--- config.mk ---
export PLATFORM = sky130hd
export DESIGN_NAME = edge_capture_interval_timer
export DESIGN_NICKNAME = d
export VERILOG_FILES = /design/src/logic/ecit_pkg.sv /design/src/logic/ecit_clkgen.sv /design/src/logic/ecit_filter.sv /design/src/logic/edge_capture_interval_timer.sv
export SDC_FILE = /design/constraint.sdc
export NUM_CORES = 1
export LEC_CHECK = 0
export ABC_CLOCK_PERIOD_IN_PS = 2600
export BUFFER_PORTS_ARGS = -buffer_cell sky130_fd_sc_hd__buf_2
export CAP_MARGIN = 5
export CORE_AREA = 2 2 78 80
export CTS_CLUSTER_DIAMETER = 200
export DETAILED_ROUTE_END_ITERATION = 16
export DIE_AREA = 0 0 80 82
export PLACE_DENSITY_LB_ADDON = 0.15
export SYNTH_ARGS = -nofsm -noshare
export SYNTH_HDL_FRONTEND = slang
export SYNTH_HIERARCHICAL = 1
export SYNTH_SLANG_ARGS = --single-unit
--- constraint.sdc ---
create_clock -name clk_sys -period 2.6 [get_ports clk_sys]
set_clock_uncertainty 0.1 [all_clocks]
set_input_delay 0.52 -clock clk_sys [delete_from_list [all_inputs] [get_ports clk_sys]]
set_output_delay 0.52 -clock clk_sys [all_outputs]
set_load 0.01 [all_outputs]
--- src/logic/ecit_pkg.sv ---
package ecit_pkg;

  // Register offsets on the plain register port
  localparam logic [2:0] ECIT_OFF_MODE     = 3'h0;
  localparam logic [2:0] ECIT_OFF_COUNT    = 3'h1;
  localparam logic [2:0] ECIT_OFF_RISECAP  = 3'h2;
  localparam logic [2:0] ECIT_OFF_FALLCAP  = 3'h3;
  localparam logic [2:0] ECIT_OFF_PORTONE  = 3'h4;
  localparam logic [2:0] ECIT_OFF_PORTTWO  = 3'h5;
  localparam logic [2:0] ECIT_OFF_REQFLAG  = 3'h6;
  localparam logic [2:0] ECIT_OFF_IRQEN    = 3'h7;

  // Field positions inside the mode register and the one-bit port, flag and enable registers
  localparam int ECIT_BIT_WRAP_HI   = 7;
  localparam int ECIT_BIT_WRAP_LO   = 6;
  localparam int ECIT_BIT_FUNC_EN   = 0;
  localparam int ECIT_BIT_FILT_EN   = 0;
  localparam int ECIT_BIT_REQ       = 0;
  localparam int ECIT_BIT_IRQ_EN    = 0;

  // Reset value and count maximum
  localparam logic [7:0] ECIT_RST_BYTE = 8'h00;
  localparam logic [7:0] ECIT_COUNT_MAX = 8'hFF;

  // Count clock select encodings
  localparam logic [1:0] ECIT_CKS_DIV64 = 2'h0;
  localparam logic [1:0] ECIT_CKS_DIV32 = 2'h1;
  localparam logic [1:0] ECIT_CKS_DIV2  = 2'h2;
  localparam logic [1:0] ECIT_CKS_WATCH = 2'h3;

  // Prescaler width and the bit that forms each divided level
  localparam int ECIT_PRE_W     = 6;
  localparam int ECIT_PRE_BIT64 = 5;
  localparam int ECIT_PRE_BIT32 = 4;
  localparam int ECIT_PRE_BIT2  = 0;

  // Filter depth and settling count
  localparam int         ECIT_FILT_STAGES = 5;
  localparam logic [2:0] ECIT_SETTLE_DONE = 3'h5;

  typedef enum logic [2:0] {
    ECIT_PM_ACTIVE    = 3'h0,
    ECIT_PM_SLEEP     = 3'h1,
    ECIT_PM_WATCH     = 3'h2,
    ECIT_PM_SUBACTIVE = 3'h3,
    ECIT_PM_SUBSLEEP  = 3'h4,
    ECIT_PM_STANDBY   = 3'h5
  } ecit_pmode_t;

  typedef struct packed {
    logic       wrapWhileHighFlag;
    logic       wrapWhileLowFlag;
    logic       wrapIrqEnable;
    logic       irqEdgePolarity;
    logic       countClearSelHi;
    logic       countClearSelLo;
    logic [1:0] countClockSel;
  } ecit_mode_t;

endpackage

--- src/logic/ecit_clkgen.sv ---
`timescale 1ns/1ps
module ecit_clkgen
  import ecit_pkg::*;
(
  input  wire logic       clk_sys,
  input  wire logic       srst,
  input  wire logic [1:0] countClockSel,
  input  wire logic       run,
  input  wire logic       watchClk,
  output logic            incPulse,
  output logic            sampleRise
);

  logic [ECIT_PRE_W-1:0] pre_r, pre_nxt;
  logic                  wSync1_r, wSync2_r, wPrev_r, wHalf_r;
  logic                  wSync1_nxt, wSync2_nxt, wPrev_nxt, wHalf_nxt;
  logic                  selPrev_r, selPrev_nxt;
  logic                  selLevel;

  //////////////////////////////////////////////////////////////////////////////
  always_comb begin
    pre_nxt     = pre_r + 1'b1;
    wSync1_nxt  = watchClk;
    wSync2_nxt  = wSync1_r;
    wPrev_nxt   = wSync2_r;
    wHalf_nxt   = (wSync2_r & ~wPrev_r) ? ~wHalf_r : wHalf_r;
    selPrev_nxt = selLevel;
  end

  always_comb begin
    case (countClockSel)
      ECIT_CKS_DIV64: selLevel = pre_r[ECIT_PRE_BIT64];
      ECIT_CKS_DIV32: selLevel = pre_r[ECIT_PRE_BIT32];
      ECIT_CKS_DIV2:  selLevel = pre_r[ECIT_PRE_BIT2];
      ECIT_CKS_WATCH: selLevel = wHalf_r;
      default:        selLevel = pre_r[ECIT_PRE_BIT64];
    endcase
  end

  // A select change from high to low is a falling edge too
  assign incPulse   = run & selPrev_r & ~selLevel;
  assign sampleRise = run & ~selPrev_r & selLevel;

  always_ff @(posedge clk_sys) begin
    if (srst) begin
      pre_r     <= '0;
      wSync1_r  <= 1'b0;
      wSync2_r  <= 1'b0;
      wPrev_r   <= 1'b0;
      wHalf_r   <= 1'b0;
      selPrev_r <= 1'b0;
    end else begin
      pre_r     <= pre_nxt;
      wSync1_r  <= wSync1_nxt;
      wSync2_r  <= wSync2_nxt;
      wPrev_r   <= wPrev_nxt;
      wHalf_r   <= wHalf_nxt;
      selPrev_r <= selPrev_nxt;
    end
  end

endmodule

--- src/logic/ecit_filter.sv ---
`timescale 1ns/1ps
module ecit_filter
  import ecit_pkg::*;
#(
  parameter int STAGES = ECIT_FILT_STAGES
) (
  input  wire logic clk_sys,
  input  wire logic srst,
  input  wire logic sampleEn,
  input  wire logic din,
  output logic      dout
);

  initial begin
    if (STAGES < 2) $error("ecit_filter needs at least two stages");
  end

  logic [STAGES-1:0] stage_r, stage_nxt;
  logic              out_r, out_nxt;

  //////////////////////////////////////////////////////////////////////////////
  always_comb begin
    stage_nxt = sampleEn ? {stage_r[STAGES-2:0], din} : stage_r;
    // Output moves only on full agreement, otherwise it holds
    if (&stage_r) begin
      out_nxt = 1'b1;
    end else if (~|stage_r) begin
      out_nxt = 1'b0;
    end else begin
      out_nxt = out_r;
    end
  end

  assign dout = out_r;

  always_ff @(posedge clk_sys) begin
    if (srst) begin
      stage_r <= '0;
      out_r   <= 1'b0;
    end else begin
      stage_r <= stage_nxt;
      out_r   <= out_nxt;
    end
  end

endmodule

--- src/logic/edge_capture_interval_timer.sv ---
// Local design decisions: the plain strobed port and the placing of the registers.
`timescale 1ns/1ps
// Summary of operation
// - Clear count on selected capture edges
// - Reset inits; watch and standby modes halt or hold, sleep runs
// - Halved watch clock synchronised to system clock
// - Sub modes run only on watch clock
// - Falling count-clock edge makes increment pulse
// - Select change high to low increments once
// - Enable with pin high gives false rise
// - Disable with pin high gives false fall
// - Enable, or disable with pin high, during filter settling gives false edge
// - Filter disable mid-settle gives pin-direction edge
// - Unassigned pin gives low capture signal
// - Matching false edge sets request flag
// - Edges copy count into capture registers
// - Clock select picks one of four clocks
// - Five agreeing samples change filter output
// - Overflow sets wrap flag by level
module edge_capture_interval_timer
  import ecit_pkg::*;
#(
  parameter int CNT_W = 8
) (
  input  wire logic        clk_sys,
  input  wire logic        srst,
  input  wire logic [2:0]  regAddr,
  input  wire logic [7:0]  regWdata,
  input  wire logic        regWr,
  input  wire logic        regRd,
  output logic [7:0]       regRdata,
  input  wire logic [2:0]  powerMode,
  input  wire logic        watchClk,
  input  wire logic        capturePin,
  output logic             edgeTimerIrq,
  output logic             captureLevel
);

  initial begin
    if (CNT_W != 8) $error("edge_capture_interval_timer supports an 8-bit count only");
  end

  ecit_mode_t       mode_r, mode_nxt;
  logic [CNT_W-1:0] count_r, count_nxt;
  logic [CNT_W-1:0] riseCap_r, riseCap_nxt;
  logic [CNT_W-1:0] fallCap_r, fallCap_nxt;
  logic             funcEn_r, funcEn_nxt;
  logic             filtEn_r, filtEn_nxt;
  logic             reqFlag_r, reqFlag_nxt;
  logic             irqEn_r, irqEn_nxt;
  logic             capPrev_r, capPrev_nxt;
  logic [2:0]       settle_r, settle_nxt;
  logic [7:0]       rdata_r, rdata_nxt;

  logic             incPulse, sampleRise, sampleEn, filtOut;
  logic             gatedPin, capSig, run, modeWritable;
  logic             riseEv, fallEv, forcedRise, forcedFall, clearNow, wrapNow;
  logic             wrMode, wrPortOne, wrPortTwo, wrFlag, wrIrqEn, settling;

  function automatic logic hit(input logic [2:0] a, input logic [2:0] off);
    hit = (a == off);
  endfunction

  //////////////////////////////////////////////////////////////////////////////
  // Operating state

  always_comb begin
    case (ecit_pmode_t'(powerMode))
      ECIT_PM_ACTIVE:    run = 1'b1;
      ECIT_PM_SLEEP:     run = 1'b1;
      ECIT_PM_SUBACTIVE: run = (mode_r.countClockSel == ECIT_CKS_WATCH);
      ECIT_PM_SUBSLEEP:  run = (mode_r.countClockSel == ECIT_CKS_WATCH);
      default:           run = 1'b0;
    endcase
    // Mode register only takes writes while the CPU is really running
    modeWritable = (ecit_pmode_t'(powerMode) == ECIT_PM_ACTIVE) ||
                   (ecit_pmode_t'(powerMode) == ECIT_PM_SUBACTIVE);
  end

  ecit_clkgen u_clkgen (
    .clk_sys       (clk_sys),
    .srst          (srst),
    .countClockSel (mode_r.countClockSel),
    .run           (run),
    .watchClk      (watchClk),
    .incPulse      (incPulse),
    .sampleRise    (sampleRise)
  );

  //////////////////////////////////////////////////////////////////////////////
  // Capture path

  assign gatedPin = funcEn_r & capturePin;
  // Filter off samples every system clock, on samples the count clock
  assign sampleEn = run & (filtEn_r ? sampleRise : 1'b1);

  ecit_filter #(
    .STAGES (ECIT_FILT_STAGES)
  ) u_filter (
    .clk_sys  (clk_sys),
    .srst     (srst),
    .sampleEn (sampleEn),
    .din      (gatedPin),
    .dout     (filtOut)
  );

  // Dropping the filter switches straight to the live pin
  assign capSig       = filtEn_r ? filtOut : gatedPin;
  assign captureLevel = capPrev_r;
  assign settling     = filtEn_r & (settle_r < ECIT_SETTLE_DONE);

  always_comb begin
    forcedRise = 1'b0;
    forcedFall = 1'b0;
    if (settling && wrPortOne && funcEn_nxt != funcEn_r) begin
      if (funcEn_nxt) begin
        forcedRise = capturePin;
        forcedFall = ~capturePin;
      end else begin
        forcedFall = capturePin;
      end
    end
  end

  // Pin-function toggles surface here as edges of the gated signal
  assign riseEv = run & ((capSig & ~capPrev_r) | forcedRise);
  assign fallEv = run & ((~capSig & capPrev_r) | forcedFall);

  always_comb begin
    capPrev_nxt = run ? capSig : capPrev_r;
    settle_nxt  = settle_r;
    if (!filtEn_r) begin
      settle_nxt = '0;
    end else if (sampleEn && settling) begin
      settle_nxt = settle_r + 3'h1;
    end
  end

  //////////////////////////////////////////////////////////////////////////////
  // Count, capture and flags

  assign clearNow = (riseEv & mode_r.countClearSelHi) |
                    (fallEv & mode_r.countClearSelLo);
  assign wrapNow  = incPulse & ~clearNow & (count_r == ECIT_COUNT_MAX);

  assign wrMode    = regWr & hit(regAddr, ECIT_OFF_MODE);
  assign wrPortOne = regWr & hit(regAddr, ECIT_OFF_PORTONE);
  assign wrPortTwo = regWr & hit(regAddr, ECIT_OFF_PORTTWO);
  assign wrFlag    = regWr & hit(regAddr, ECIT_OFF_REQFLAG);
  assign wrIrqEn   = regWr & hit(regAddr, ECIT_OFF_IRQEN);

  always_comb begin
    count_nxt = count_r;
    if (clearNow) begin
      count_nxt = '0;
    end else if (incPulse) begin
      count_nxt = count_r + 1'b1;
    end
    // Each register moves only on its own edge
    riseCap_nxt = riseEv ? count_r : riseCap_r;
    fallCap_nxt = fallEv ? count_r : fallCap_r;
  end

  always_comb begin
    mode_nxt = mode_r;
    if (wrMode && modeWritable) begin
      mode_nxt.wrapIrqEnable     = regWdata[5];
      mode_nxt.irqEdgePolarity   = regWdata[4];
      mode_nxt.countClearSelHi   = regWdata[3];
      mode_nxt.countClearSelLo   = regWdata[2];
      mode_nxt.countClockSel     = regWdata[1:0];
      // Wrap flags clear by writing zero only
      if (!regWdata[ECIT_BIT_WRAP_HI]) mode_nxt.wrapWhileHighFlag = 1'b0;
      if (!regWdata[ECIT_BIT_WRAP_LO]) mode_nxt.wrapWhileLowFlag = 1'b0;
    end
    // Set wins over a clear in the same cycle
    if (wrapNow && capSig)  mode_nxt.wrapWhileHighFlag = 1'b1;
    if (wrapNow && !capSig) mode_nxt.wrapWhileLowFlag = 1'b1;
  end

  always_comb begin
    funcEn_nxt  = wrPortOne ? regWdata[ECIT_BIT_FUNC_EN] : funcEn_r;
    filtEn_nxt  = wrPortTwo ? regWdata[ECIT_BIT_FILT_EN] : filtEn_r;
    irqEn_nxt   = wrIrqEn ? regWdata[ECIT_BIT_IRQ_EN] : irqEn_r;
    reqFlag_nxt = reqFlag_r;
    if (wrFlag && !regWdata[ECIT_BIT_REQ]) reqFlag_nxt = 1'b0;
    if ((riseEv && !mode_r.irqEdgePolarity) ||
        (fallEv && mode_r.irqEdgePolarity)) begin
      reqFlag_nxt = 1'b1;
    end
    if (wrapNow && mode_r.wrapIrqEnable) reqFlag_nxt = 1'b1;
  end

  assign edgeTimerIrq = reqFlag_r & irqEn_r;

  //////////////////////////////////////////////////////////////////////////////
  // Read port, data one cycle after the strobe

  always_comb begin
    rdata_nxt = '0;
    if (regRd) begin
      case (regAddr)
        ECIT_OFF_MODE:    rdata_nxt = mode_r;
        ECIT_OFF_COUNT:   rdata_nxt = count_r;
        ECIT_OFF_RISECAP: rdata_nxt = riseCap_r;
        ECIT_OFF_FALLCAP: rdata_nxt = fallCap_r;
        ECIT_OFF_PORTONE: rdata_nxt = {7'h00, funcEn_r};
        ECIT_OFF_PORTTWO: rdata_nxt = {7'h00, filtEn_r};
        ECIT_OFF_REQFLAG: rdata_nxt = {7'h00, reqFlag_r};
        ECIT_OFF_IRQEN:   rdata_nxt = {7'h00, irqEn_r};
        default:          rdata_nxt = '0;
      endcase
    end
  end

  assign regRdata = rdata_r;

  //////////////////////////////////////////////////////////////////////////////
  // Registers, one process per group

  always_ff @(posedge clk_sys) begin
    if (srst) begin
      count_r   <= ECIT_RST_BYTE;
      riseCap_r <= ECIT_RST_BYTE;
      fallCap_r <= ECIT_RST_BYTE;
    end else begin
      count_r   <= count_nxt;
      riseCap_r <= riseCap_nxt;
      fallCap_r <= fallCap_nxt;
    end
  end

  always_ff @(posedge clk_sys) begin
    if (srst) begin
      mode_r <= ecit_mode_t'(ECIT_RST_BYTE);
    end else begin
      mode_r <= mode_nxt;
    end
  end

  always_ff @(posedge clk_sys) begin
    if (srst) begin
      funcEn_r  <= 1'b0;
      filtEn_r  <= 1'b0;
      reqFlag_r <= 1'b0;
      irqEn_r   <= 1'b0;
    end else begin
      funcEn_r  <= funcEn_nxt;
      filtEn_r  <= filtEn_nxt;
      reqFlag_r <= reqFlag_nxt;
      irqEn_r   <= irqEn_nxt;
    end
  end

  always_ff @(posedge clk_sys) begin
    if (srst) begin
      capPrev_r <= 1'b0;
      settle_r  <= '0;
    end else begin
      capPrev_r <= capPrev_nxt;
      settle_r  <= settle_nxt;
    end
  end

  always_ff @(posedge clk_sys) begin
    if (srst) begin
      rdata_r <= ECIT_RST_BYTE;
    end else begin
      rdata_r <= rdata_nxt;
    end
  end

endmodule

==> results of run 1 <==
[worst max-delay path by stage]
| stage | to | slack [ns] | cells past startpoint |
|---|---|---|---|
| after CTS | fallCap_r[1] | 0.29 | 10 |
| final | fallCap_r[1] | 0.30 | 10 |
| after global routing | riseCap_r[1] | 0.11 | 10 |
| after floorplan | fallCap_r[0] | 0.02 | 10 |
| after global placement | fallCap_r[1] | -0.02 | 10 |
| after detailed placement | fallCap_r[1] | -0.04 | 10 |
[metal layers]
layer | share of wire (%) | vias up | GRT usage, % | wire length [um]
met5 | 0 | - | 0 | 0
met2 | 42 | 51 | 29.92 | 2508
met1 | 50 | 1046 | 29.44 | 2973
met4 | 2.1 | 0 | 9.153 | 125
met3 | 5.7 | 11 | 3.626 | 338
li1 | - | 1126 | - | -
[area by class of cell]
cell class / instances / area, um^2 / area share, %
clock buffers: 13 / 148.9 / 4.487
inverters: 7 / 26.28 / 0.7919
repair buffers: 45 / 277.8 / 8.371
clock inverters: 3 / 40.04 / 1.207
multi-input cells: 208 / 1430 / 43.10
well taps: 75 / 93.84 / 2.828
flip-flops and latches: 65 / 1301 / 39.22
[sequential cells by signal, summed over array words and instances (netlist names), 3 cells and up]
name / flops
mode_r: 8
fallCap_r: 8
settle_r: 3
u_filter/stage_r: 5
regRdata: 8
riseCap_r: 8
u_clkgen/pre_r: 6
count_r: 8
[cells in the mapped netlist (4+ instances only)]
library cell  instances  area share, %
dfxtp_1              65             46
nor2_1               45            5.9
mux2i_1              38             13
nand2_1              15            2.0
a21oi_1              13            2.3
clkbuf_1             12            1.6
nor3_1                8            1.4
xor2_1                8            2.5
inv_1                 7           0.92
nor2b_1               7            1.5
o221ai_1              7            2.2
xnor2_1               7            2.2
nand2b_1              6            1.3
ha_1                  4            1.8
nand3_1               4           0.70
nand4_1               4           0.88
[power by group through the flow]
stage	Clock [mW]	Combinational (mW)	Sequential, mW
2_1_floorplan	0	0.0674	1.04
3_3_place_gp	0	0.115	1.04
3_5_place_dp	0	0.115	1.04
4_1_cts	0.859	0.117	1.02
5_1_grt	0.892	0.127	1.02
6_report	0.840	0.116	1.02
[critical path, stage by stage]
cell	delay (ns)
buf_2	0.10
nand4bb_1	0.21
mux2_2	0.31
ha_1	0.27
nand2_1	0.05
nor4_1	0.30
o21a_1	0.24
buf_12	0.15
mux2i_1	0.20
nor2_1	0.05
[logic make-up after synthesis]
group,count (synthesis)
simple gates,104
flops,65
compound gates,44
mux,41
buf+inv,25
xor+xnor,15
fa+ha+maj,4
[through the flow]
| step | setup TNS [ns] | hold WS, ns | power (mW) |
|---|---|---|---|
| 2_1_floorplan | 0 | 0.3138 | 1.105 |
| 3_3_place_gp | -0.1319 | 0.3186 | 1.154 |
| 3_5_place_dp | -0.3011 | 0.3310 | 1.154 |
| 4_1_cts | 0 | 0.2857 | 1.991 |
| 5_1_grt | 0 | 0.3149 | 2.036 |
| 6_report | 0 | 0.2931 | 1.971 |
[placed cells by master, fill, tap and decap left out, drive strengths merged, types with 4 or more instances in the layout]
cell and count:
xnor2 7, ha 4, inv 7, a21oi 13, mux2i 38, dfxtp 65
buf 45, nand3 4, nor2 45, clkbuf 13, nor3 8, o221ai 7
nor2b 7, nand4 4, nand2b 6, o21ai 6, xor2 8, nand2 15
==> results.cfg, run 1 <==
[critical_path]
worstPathRequired_ns = 2.71
regToRegSetupSlack_ns = 0.36
crit_arrival_ns = 2.41
r2r_start = mode_r[1]
crit_path_start = regAddr[0]
critPathMaxFanout = 9
critPathLaunchType = primary input
r2r_end = reqFlag_r
cp-end-kind = register
path_class = in2reg
rr_worst_depth = 7

[yosys]
synth_warnings = 6
syn-num-nets = 322
ys_seq_area_share_pct = 45.63
async_reset_ff_share_pct = 0
synth_xor_xnor_area_share_pct = 4.607
ys_seq_elements = 65
synth_cell_types = 44
synth_ff_type = dfxtp_1
synthMuxAreaShare_pct = 14.92
syn_inst = 298
synth-edff-count = 0
synth_fa_ha_area_share_pct = 1.755
synth_area_um2 = 2851
synth_compound_gate_area_share_pct = 10.97
avgSynthCellArea_um2 = 9.569
synth-simple-area-share_pct = 17.90
synth_top_family_by_area = simple AND/OR/NAND/NOR gates

[timing]
setup_viol = 0
slew_headroom_pct = 61.18
min_period_over_period_pct = 88.30
fin_ws_ns = 0.3043
tightestPinTransition_ns = 0.5784
slew_viol_final = 0
post-route-min-period_ns = 2.296
fmax_mhz = 435.6
rsz0062_at_grt = no
hold_violations = 0

[placement]
gp_congestion = 0.7947
pre_cts_ws_ns = -0.03612
io_buffers = 29
dp_hpwl_mm = 3.994
dp_cells = 400
place_area_um2 = 3129

[drt]
via_per_inst = 5.370
dr.first_iter.drc_count = 125
postRouteAntennaNets = 0
drc = 0
drt-total-wl_mm = 5.945
num_vias = 2234
first_pass_iters = 4
routedWlPerCell_um = 14.29

[finish]
finish.utilization_pct = 57.75
drive_gt1_share_pct = 19.06
nets = 360
syn2layout_area_growth_pct = 16.37
layoutNonFillerInstCount = 416
finalInstanceArea_um2 = 3318
n_fill_cell = 517
antenna_cells = 0

[cts]
cts_resized = 0
numCtsBuffers = 9
postCtsSetupBuffers = 0
root_buffer = clkbuf_8
clk_pin_slew_ns = 0.06
ctsHoldBuffers = 0
cts.sinks = 65
cts_tree = yes
cts_max_level = 3
cts_buffer_depth = 2
clock_latency_ns = 0.34

[power]
p_per_area_nw_per_um2 = 594.1
p_int_mw = 1.526
seq_power_share_pct = 51.5
peakVddDrop_mv = 0.3521
p_sw_share_pct = 22.59
net-switching-power_mw = 0.4453
p_leak_nw = 1.372
pwr-share-clk_pct = 42.6
p_comb_share_pct = 5.9

[floorplan]
rows = 28
coreArea_um2 = 5746
fp.dieW_um = 80
ioPinCount = 30
start_util_pct = 49.63
fp.dieH_um = 82
dieArea_um2 = 6560

[status]
status = finished, final reports clean

[flow_run]
drv_cap = 0

[grt]
grtUsageTotal_pct = 20.45
grt_first_pass_wirelength_mm = 10.16
grt-ovfl-total = 0
grt_max_degree = 42
antenna_found_initial = 0
grt_pass1_vias = 2045

[hold_path]
hold_depth = 2
worstHoldEndpoint = u_clkgen/wSync1_r
hp-class = in2reg
worstHoldStart = watchClk
(Power assumes the default switching activity.)
==> run 2: changes to the inputs <==
- ABC_AREA: not set -> 1
- CORE_AREA: 2 2 78 80 -> 2 2 79 81
- DIE_AREA: 0 0 80 82 -> 0 0 81 83
==> run 2 against run 1 <==
Critical path depth rose by 3; critical endpoint is now mode_r[7]; sequential share of layout area grew 0.12 points; largest power group unchanged; combinational power hardly changed; wire length is 9.6% higher; first-iteration DRC count increased by 10%; global-route usage increased by 1.5 points; maximum frequency increased by 2.1%; cell area down 0.30%; die area up 2.5%; total power fell by 5.0%; register-to-register slack barely moved.
==> results.cfg, run 2 <==
[finish]
nets = 446
antenna_cells = 0
seq_area_um2 = 1301
drive_gt1_share_pct = 17.37
final_cell_mix = nand2_1 (72), dfxtp_1 (65), nor2_1 (61)
layoutNonFillerInstCount = 501
multiInputGateArea_um2 = 1399
final_common_cell = nand2_1
syn2layout_area_growth_pct = 13.09
n_fill_cell = 580

[grt]
antenna_found_initial = 0
grtUsageTotal_pct = 21.96
grt_pass1_vias = 2441
grt_max_degree = 22
grt-ovfl-total = 0
grt_first_pass_wirelength_mm = 11.43

[timing]
tightestPinTransition_ns = 0.5830
timing.setup.tns_ns = 0
rsz0062_at_grt = no
slew_viol_final = 0
min_period_over_period_pct = 86.47
post-route-min-period_ns = 2.248
hold_violations = 0
setup_viol = 0
whs_ns = 0.2791
slew_headroom_pct = 60.92
fmax_mhz = 444.8

[critical_path]
crit_arrival_ns = 2.43
crit_top_cell = nand2_1
critPathMaxFanout = 6
worstPathRequired_ns = 2.78
critPathLaunchType = register
crit_chain = nand2_1 > o21ai_1 > nand2_1 > inv_4 > nand2_1 > a21oi_2 > nand2_1 > nor2_1 > and3_1 > nand2_1 > nor2_1 > nand4_1 > a21oi_1
max_stage_delay_ns = 0.46
path_class = reg2reg
slowest_stage = dfxtp_1
cp-end-kind = register

[cts]
numCtsBuffers = 9
root_buffer = clkbuf_8
cts_max_level = 3
cts.sinks = 65
clk_pin_slew_ns = 0.07
ctsHoldBuffers = 0
cts_resized = 0
cts_buffer_depth = 2
clock_latency_ns = 0.34
cts_tree = yes
postCtsSetupBuffers = 0

[status]
status = finished, final reports clean

[yosys]
syn_inst = 385
synth_area_um2 = 2925
async_reset_ff_share_pct = 0
yosysTopAreaCell = dfxtp_1
synth.top_cell.area_share_pct = 44.48
synth-edff-count = 0
avgSynthCellArea_um2 = 7.598
synth_warnings = 6
syn-num-nets = 409
netlist_top_cells_count = nand2_1 (72), dfxtp_1 (65), nor2_1 (61)
synth_area_leaders = dfxtp_1 (44%), nand2_1 (9.2%), nor2_1 (7.8%)
ys_seq_elements = 65
ys_seq_area_share_pct = 44.48
synth_ff_type = dfxtp_1
synth_cell_types = 40
yosys.cell_count.top_type = nand2_1

[drt]
postRouteAntennaNets = 0
num_vias = 2568
routedWlPerCell_um = 13.00
drc = 0
dr.first_iter.drc_count = 138
first_pass_iters = 4
drt-total-wl_mm = 6.514
via_per_inst = 5.126

[placement]
dp_cells = 486
dp_hpwl_mm = 4.719
io_buffers = 29
gp_congestion = 0.8244

[floorplan]
start_util_pct = 50.30
fp.dieW_um = 81
rows = 28
ioPinCount = 30
fp.dieH_um = 83
dieArea_um2 = 6723
coreArea_um2 = 5816

[hold_path]
hp-class = in2reg

[power]
p_per_area_nw_per_um2 = 566.4
peakVddDrop_mv = 0.3368
p_leak_nw = 1.351

[flow_run]
drv_cap = 0
[run 2: changes by cell type after synthesis, moves of 7 or more]
cell,change
nand2_1,+57
o21ai_0,+24
nor2b_1,-7
a21oi_1,+12
mux2i_1,-37
inv_1,+32
clkbuf_1,-10
nor2_1,+16
nand3_1,+13
o221ai_1,-7
[run 2: routing by layer]
layer  routed length [um]  GRT usage (%)  vias to the layer above
li1                     -              -                     1340
met1                 3045          29.06                     1163
met2                 2995          34.03                       55
met3                  359          5.652                       10
met4                  113          8.475                        0
met5                    0              0                        -
[run 2: cell families after synthesis]
group,synth area share [%]
adder cells (fa/ha/maj),1.711
XOR/XNOR,2.096
AND/OR/NAND/NOR,28.23
AO/OA/AOI/OAI,15.31
flip-flops,44.48
buffers and inverters,7.827
multiplexers,0.3422
[run 2: worst paths after layout]
path	startpoint	end	slack, ns	depth (start not counted)
min reg2reg	u_clkgen/wSync1_r	u_clkgen/wPrev_nxt	0.31	2
max	mode_r[0]	mode_r[7]	0.35	13
max reg2reg	mode_r[0]	mode_r[7]	0.35	13
min	watchClk	u_clkgen/wSync1_r	0.28	3
[run 2: power by group]
group	switching [mW]	internal, mW
combinational	0.0775	0.0398
clock	0.371	0.364
sequential	0.0116	1.01
[run 2: area by class of cell]
| cell class | count | share of cell area (%) |
|---|---|---|
| Clock buffer | 12 | 4.387 |
| Inverter | 45 | 5.333 |
| Multi-Input combinational cell | 268 | 42.28 |
| Sequential cell | 65 | 39.33 |
| Tap cell | 75 | 2.837 |
| Clock inverter | 3 | 0.5295 |
| Timing Repair Buffer | 33 | 5.295 |
[run 2: metrics by stage]
step                      worst slack, ns  instance area (um^2)  utilization [%]  power (mW)
after floorplan                    0.3533                  2925                -       1.117
after CTS                          0.2369                  3304            56.82       1.892
after global routing              0.09915                  3308            56.88       1.966
after detailed placement          0.07895                  3142            54.02       1.161
final                              0.3519                  3308            56.88       1.874
after global placement             0.1846                  3142            54.02       1.159
[run 2: worst max-delay path: cells and delay by family, from the launching register on]
kind                   cells  cell delay (ns)
AO/OA/AOI/OAI              3             0.40
buffers and inverters      1             0.08
flip-flops                 1             0.46
AND/OR/NAND/NOR            9             1.14
==> run 3: changes to the inputs <==
- PLACE_DENSITY: not set -> 0.72
- PLACE_DENSITY_LB_ADDON: 0.15 -> not set
==> run 3 against run 2 <==
Sequential share of layout area shrank 0.99 points; total power grew 17%; highest routed layer unchanged; cell area grew 2.6%; hold slack gained 0.0037 ns; clock power grew 42%; die area is the same; global-route usage shrank 0.57 points; sequential power is essentially flat; flip-flop and latch count is the same; clock-buffer cell count shrank 1; cell count grew 0.40%.
==> results.cfg, run 3 (synthesis results as in run 2) <==
[cts]
root_buffer = clkbuf_8
cts_resized = 0
ctsHoldBuffers = 0
cts_tree = yes
clk_pin_slew_ns = 0.07
clock_latency_ns = 0.34
cts_buffer_depth = 2
cts.sinks = 65
postCtsSetupBuffers = 0
cts_max_level = 3
numCtsBuffers = 9

[hold_path]
hold_depth = 3
worstHoldEndpoint = u_clkgen/wSync1_r
worstHoldStart = watchClk
hp-class = in2reg

[timing]
post-route-min-period_ns = 2.255
tightestPinTransition_ns = 0.6400
hold_violations = 0
slew_viol_final = 0
rsz0062_at_grt = no
fmax_mhz = 443.5
whs_ns = 0.2828
slew_headroom_pct = 57.10
min_period_over_period_pct = 86.72
timing.setup.tns_ns = 0
setup_viol = 0
fin_ws_ns = 0.3453

[finish]
layoutNonFillerInstCount = 503
final_cell_mix = nand2_1 (72), dfxtp_1 (65), nor2_1 (61)
seq_area_um2 = 1301
finish.utilization_pct = 58.35
drive_gt1_share_pct = 17.76
multiInputGateArea_um2 = 1395
nets = 447
antenna_cells = 0
syn2layout_area_growth_pct = 16.00
finalInstanceArea_um2 = 3393
n_fill_cell = 562
final_common_cell = nand2_1

[placement]
pre_cts_ws_ns = 0.1930
io_buffers = 29
gp_congestion = 0.8322
place_area_um2 = 3149
dp_cells = 487
dp_hpwl_mm = 4.629

[power]
peakVddDrop_mv = 0.3510
p_per_area_nw_per_um2 = 643.8
p_total_mw = 2.185
p_leak_nw = 1.394

[grt]
grtUsageTotal_pct = 21.39
antenna_found_initial = 0
grt_max_degree = 22
grt-ovfl-total = 0
grt_pass1_vias = 2443
grt_first_pass_wirelength_mm = 11.26

[critical_path]
crit_buf_inv = 1
crit_chain = nand2_1 > o21ai_1 > nand2_1 > inv_4 > nand2_1 > a21oi_1 > nand2_1 > nor2_1 > and3_1 > nand2_1 > nor2_1 > nand4_1 > a21oi_1
path_class = reg2reg
regToRegSetupSlack_ns = 0.35
cp-end-kind = register
crit_top_cell = nand2_1
max_stage_delay_ns = 0.46
r2r_end = reqFlag_r
critPathLaunchType = register
crit_arrival_ns = 2.42
critical-path-top-delay-family = simple AND/OR/NAND/NOR gates
rr_worst_depth = 13
slowest_stage = dfxtp_1
critPathMaxFanout = 6
worstPathRequired_ns = 2.77
r2r_start = mode_r[0]

[floorplan]
fp.dieW_um = 81
fp.dieH_um = 83
coreArea_um2 = 5816
dieArea_um2 = 6723
start_util_pct = 50.30
ioPinCount = 30
rows = 28

[drt]
dr.first_iter.drc_count = 192
via_per_inst = 5.193
num_vias = 2612
first_pass_iters = 5
postRouteAntennaNets = 0
drt-total-wl_mm = 6.471
drc = 0
routedWlPerCell_um = 12.86

[flow_run]
drv_cap = 0

[status]
status = finished, final reports clean
## run 3: cell count changes in the layout (fill, tap and decap cells not counted)
cell / before / now
a21oi_1: 24 / 25
bufinv_16: 0 / 3
buf_4: 4 / 5
a21oi_2: 3 / 2
clkinv_2: 2 / 1
clkbuf_1: 2 / 1
## run 3: worst max path at each step
| stage | start | end | slack, ns | depth (start not counted) |
|---|---|---|---|---|
| floorplan | powerMode[0] | mode_r[6] | 0.35 | 14 |
| global placement | powerMode[0] | reqFlag_r | 0.25 | 15 |
| detailed placement | powerMode[0] | mode_r[7] | 0.19 | 15 |
| CTS | mode_r[0] | mode_r[7] | 0.36 | 13 |
| global route | mode_r[0] | reqFlag_r | 0.05 | 13 |
| finish | mode_r[0] | reqFlag_r | 0.35 | 13 |
## run 3: layout make-up
class,instances,share of cell area [%]
inverters,45,5.199
multi-input cells,268,41.11
clock inverters,5,3.024
repair buffers,34,5.383
well taps,75,2.765
flip-flops and latches,65,38.35
clock buffers,11,4.167
## run 3: layer usage
| metal | part of all wire, % | GRT usage (%) | vias up |
|---|---|---|---|
| met1 | 48 | 30.11 | 1186 |
| met4 | 1.8 | 8.475 | 0 |
| met5 | 0 | 0 | - |
| met3 | 5.3 | 3.587 | 12 |
| met2 | 45 | 32.38 | 72 |
| li1 | - | - | 1342 |
## run 3: power breakdown
group | internal [mW] | switching, mW | total (mW) | leakage (nW)
Sequential | 1.01 | 0.0116 | 1.02 | 0.526
Clock | 0.662 | 0.382 | 1.04 | 0.120
Combinational | 0.0399 | 0.0792 | 0.119 | 0.749
## run 3: worst reg2reg max path, stage by stage, from the launching register on
cell	delay [ns]
dfxtp_1	0.46
nand2_1	0.08
o21ai_1	0.08
nand2_1	0.13
inv_4	0.07
nand2_1	0.05
a21oi_1	0.24
nand2_1	0.14
nor2_1	0.17
and3_1	0.19
nand2_1	0.07
nor2_1	0.17
nand4_1	0.12
a21oi_1	0.13
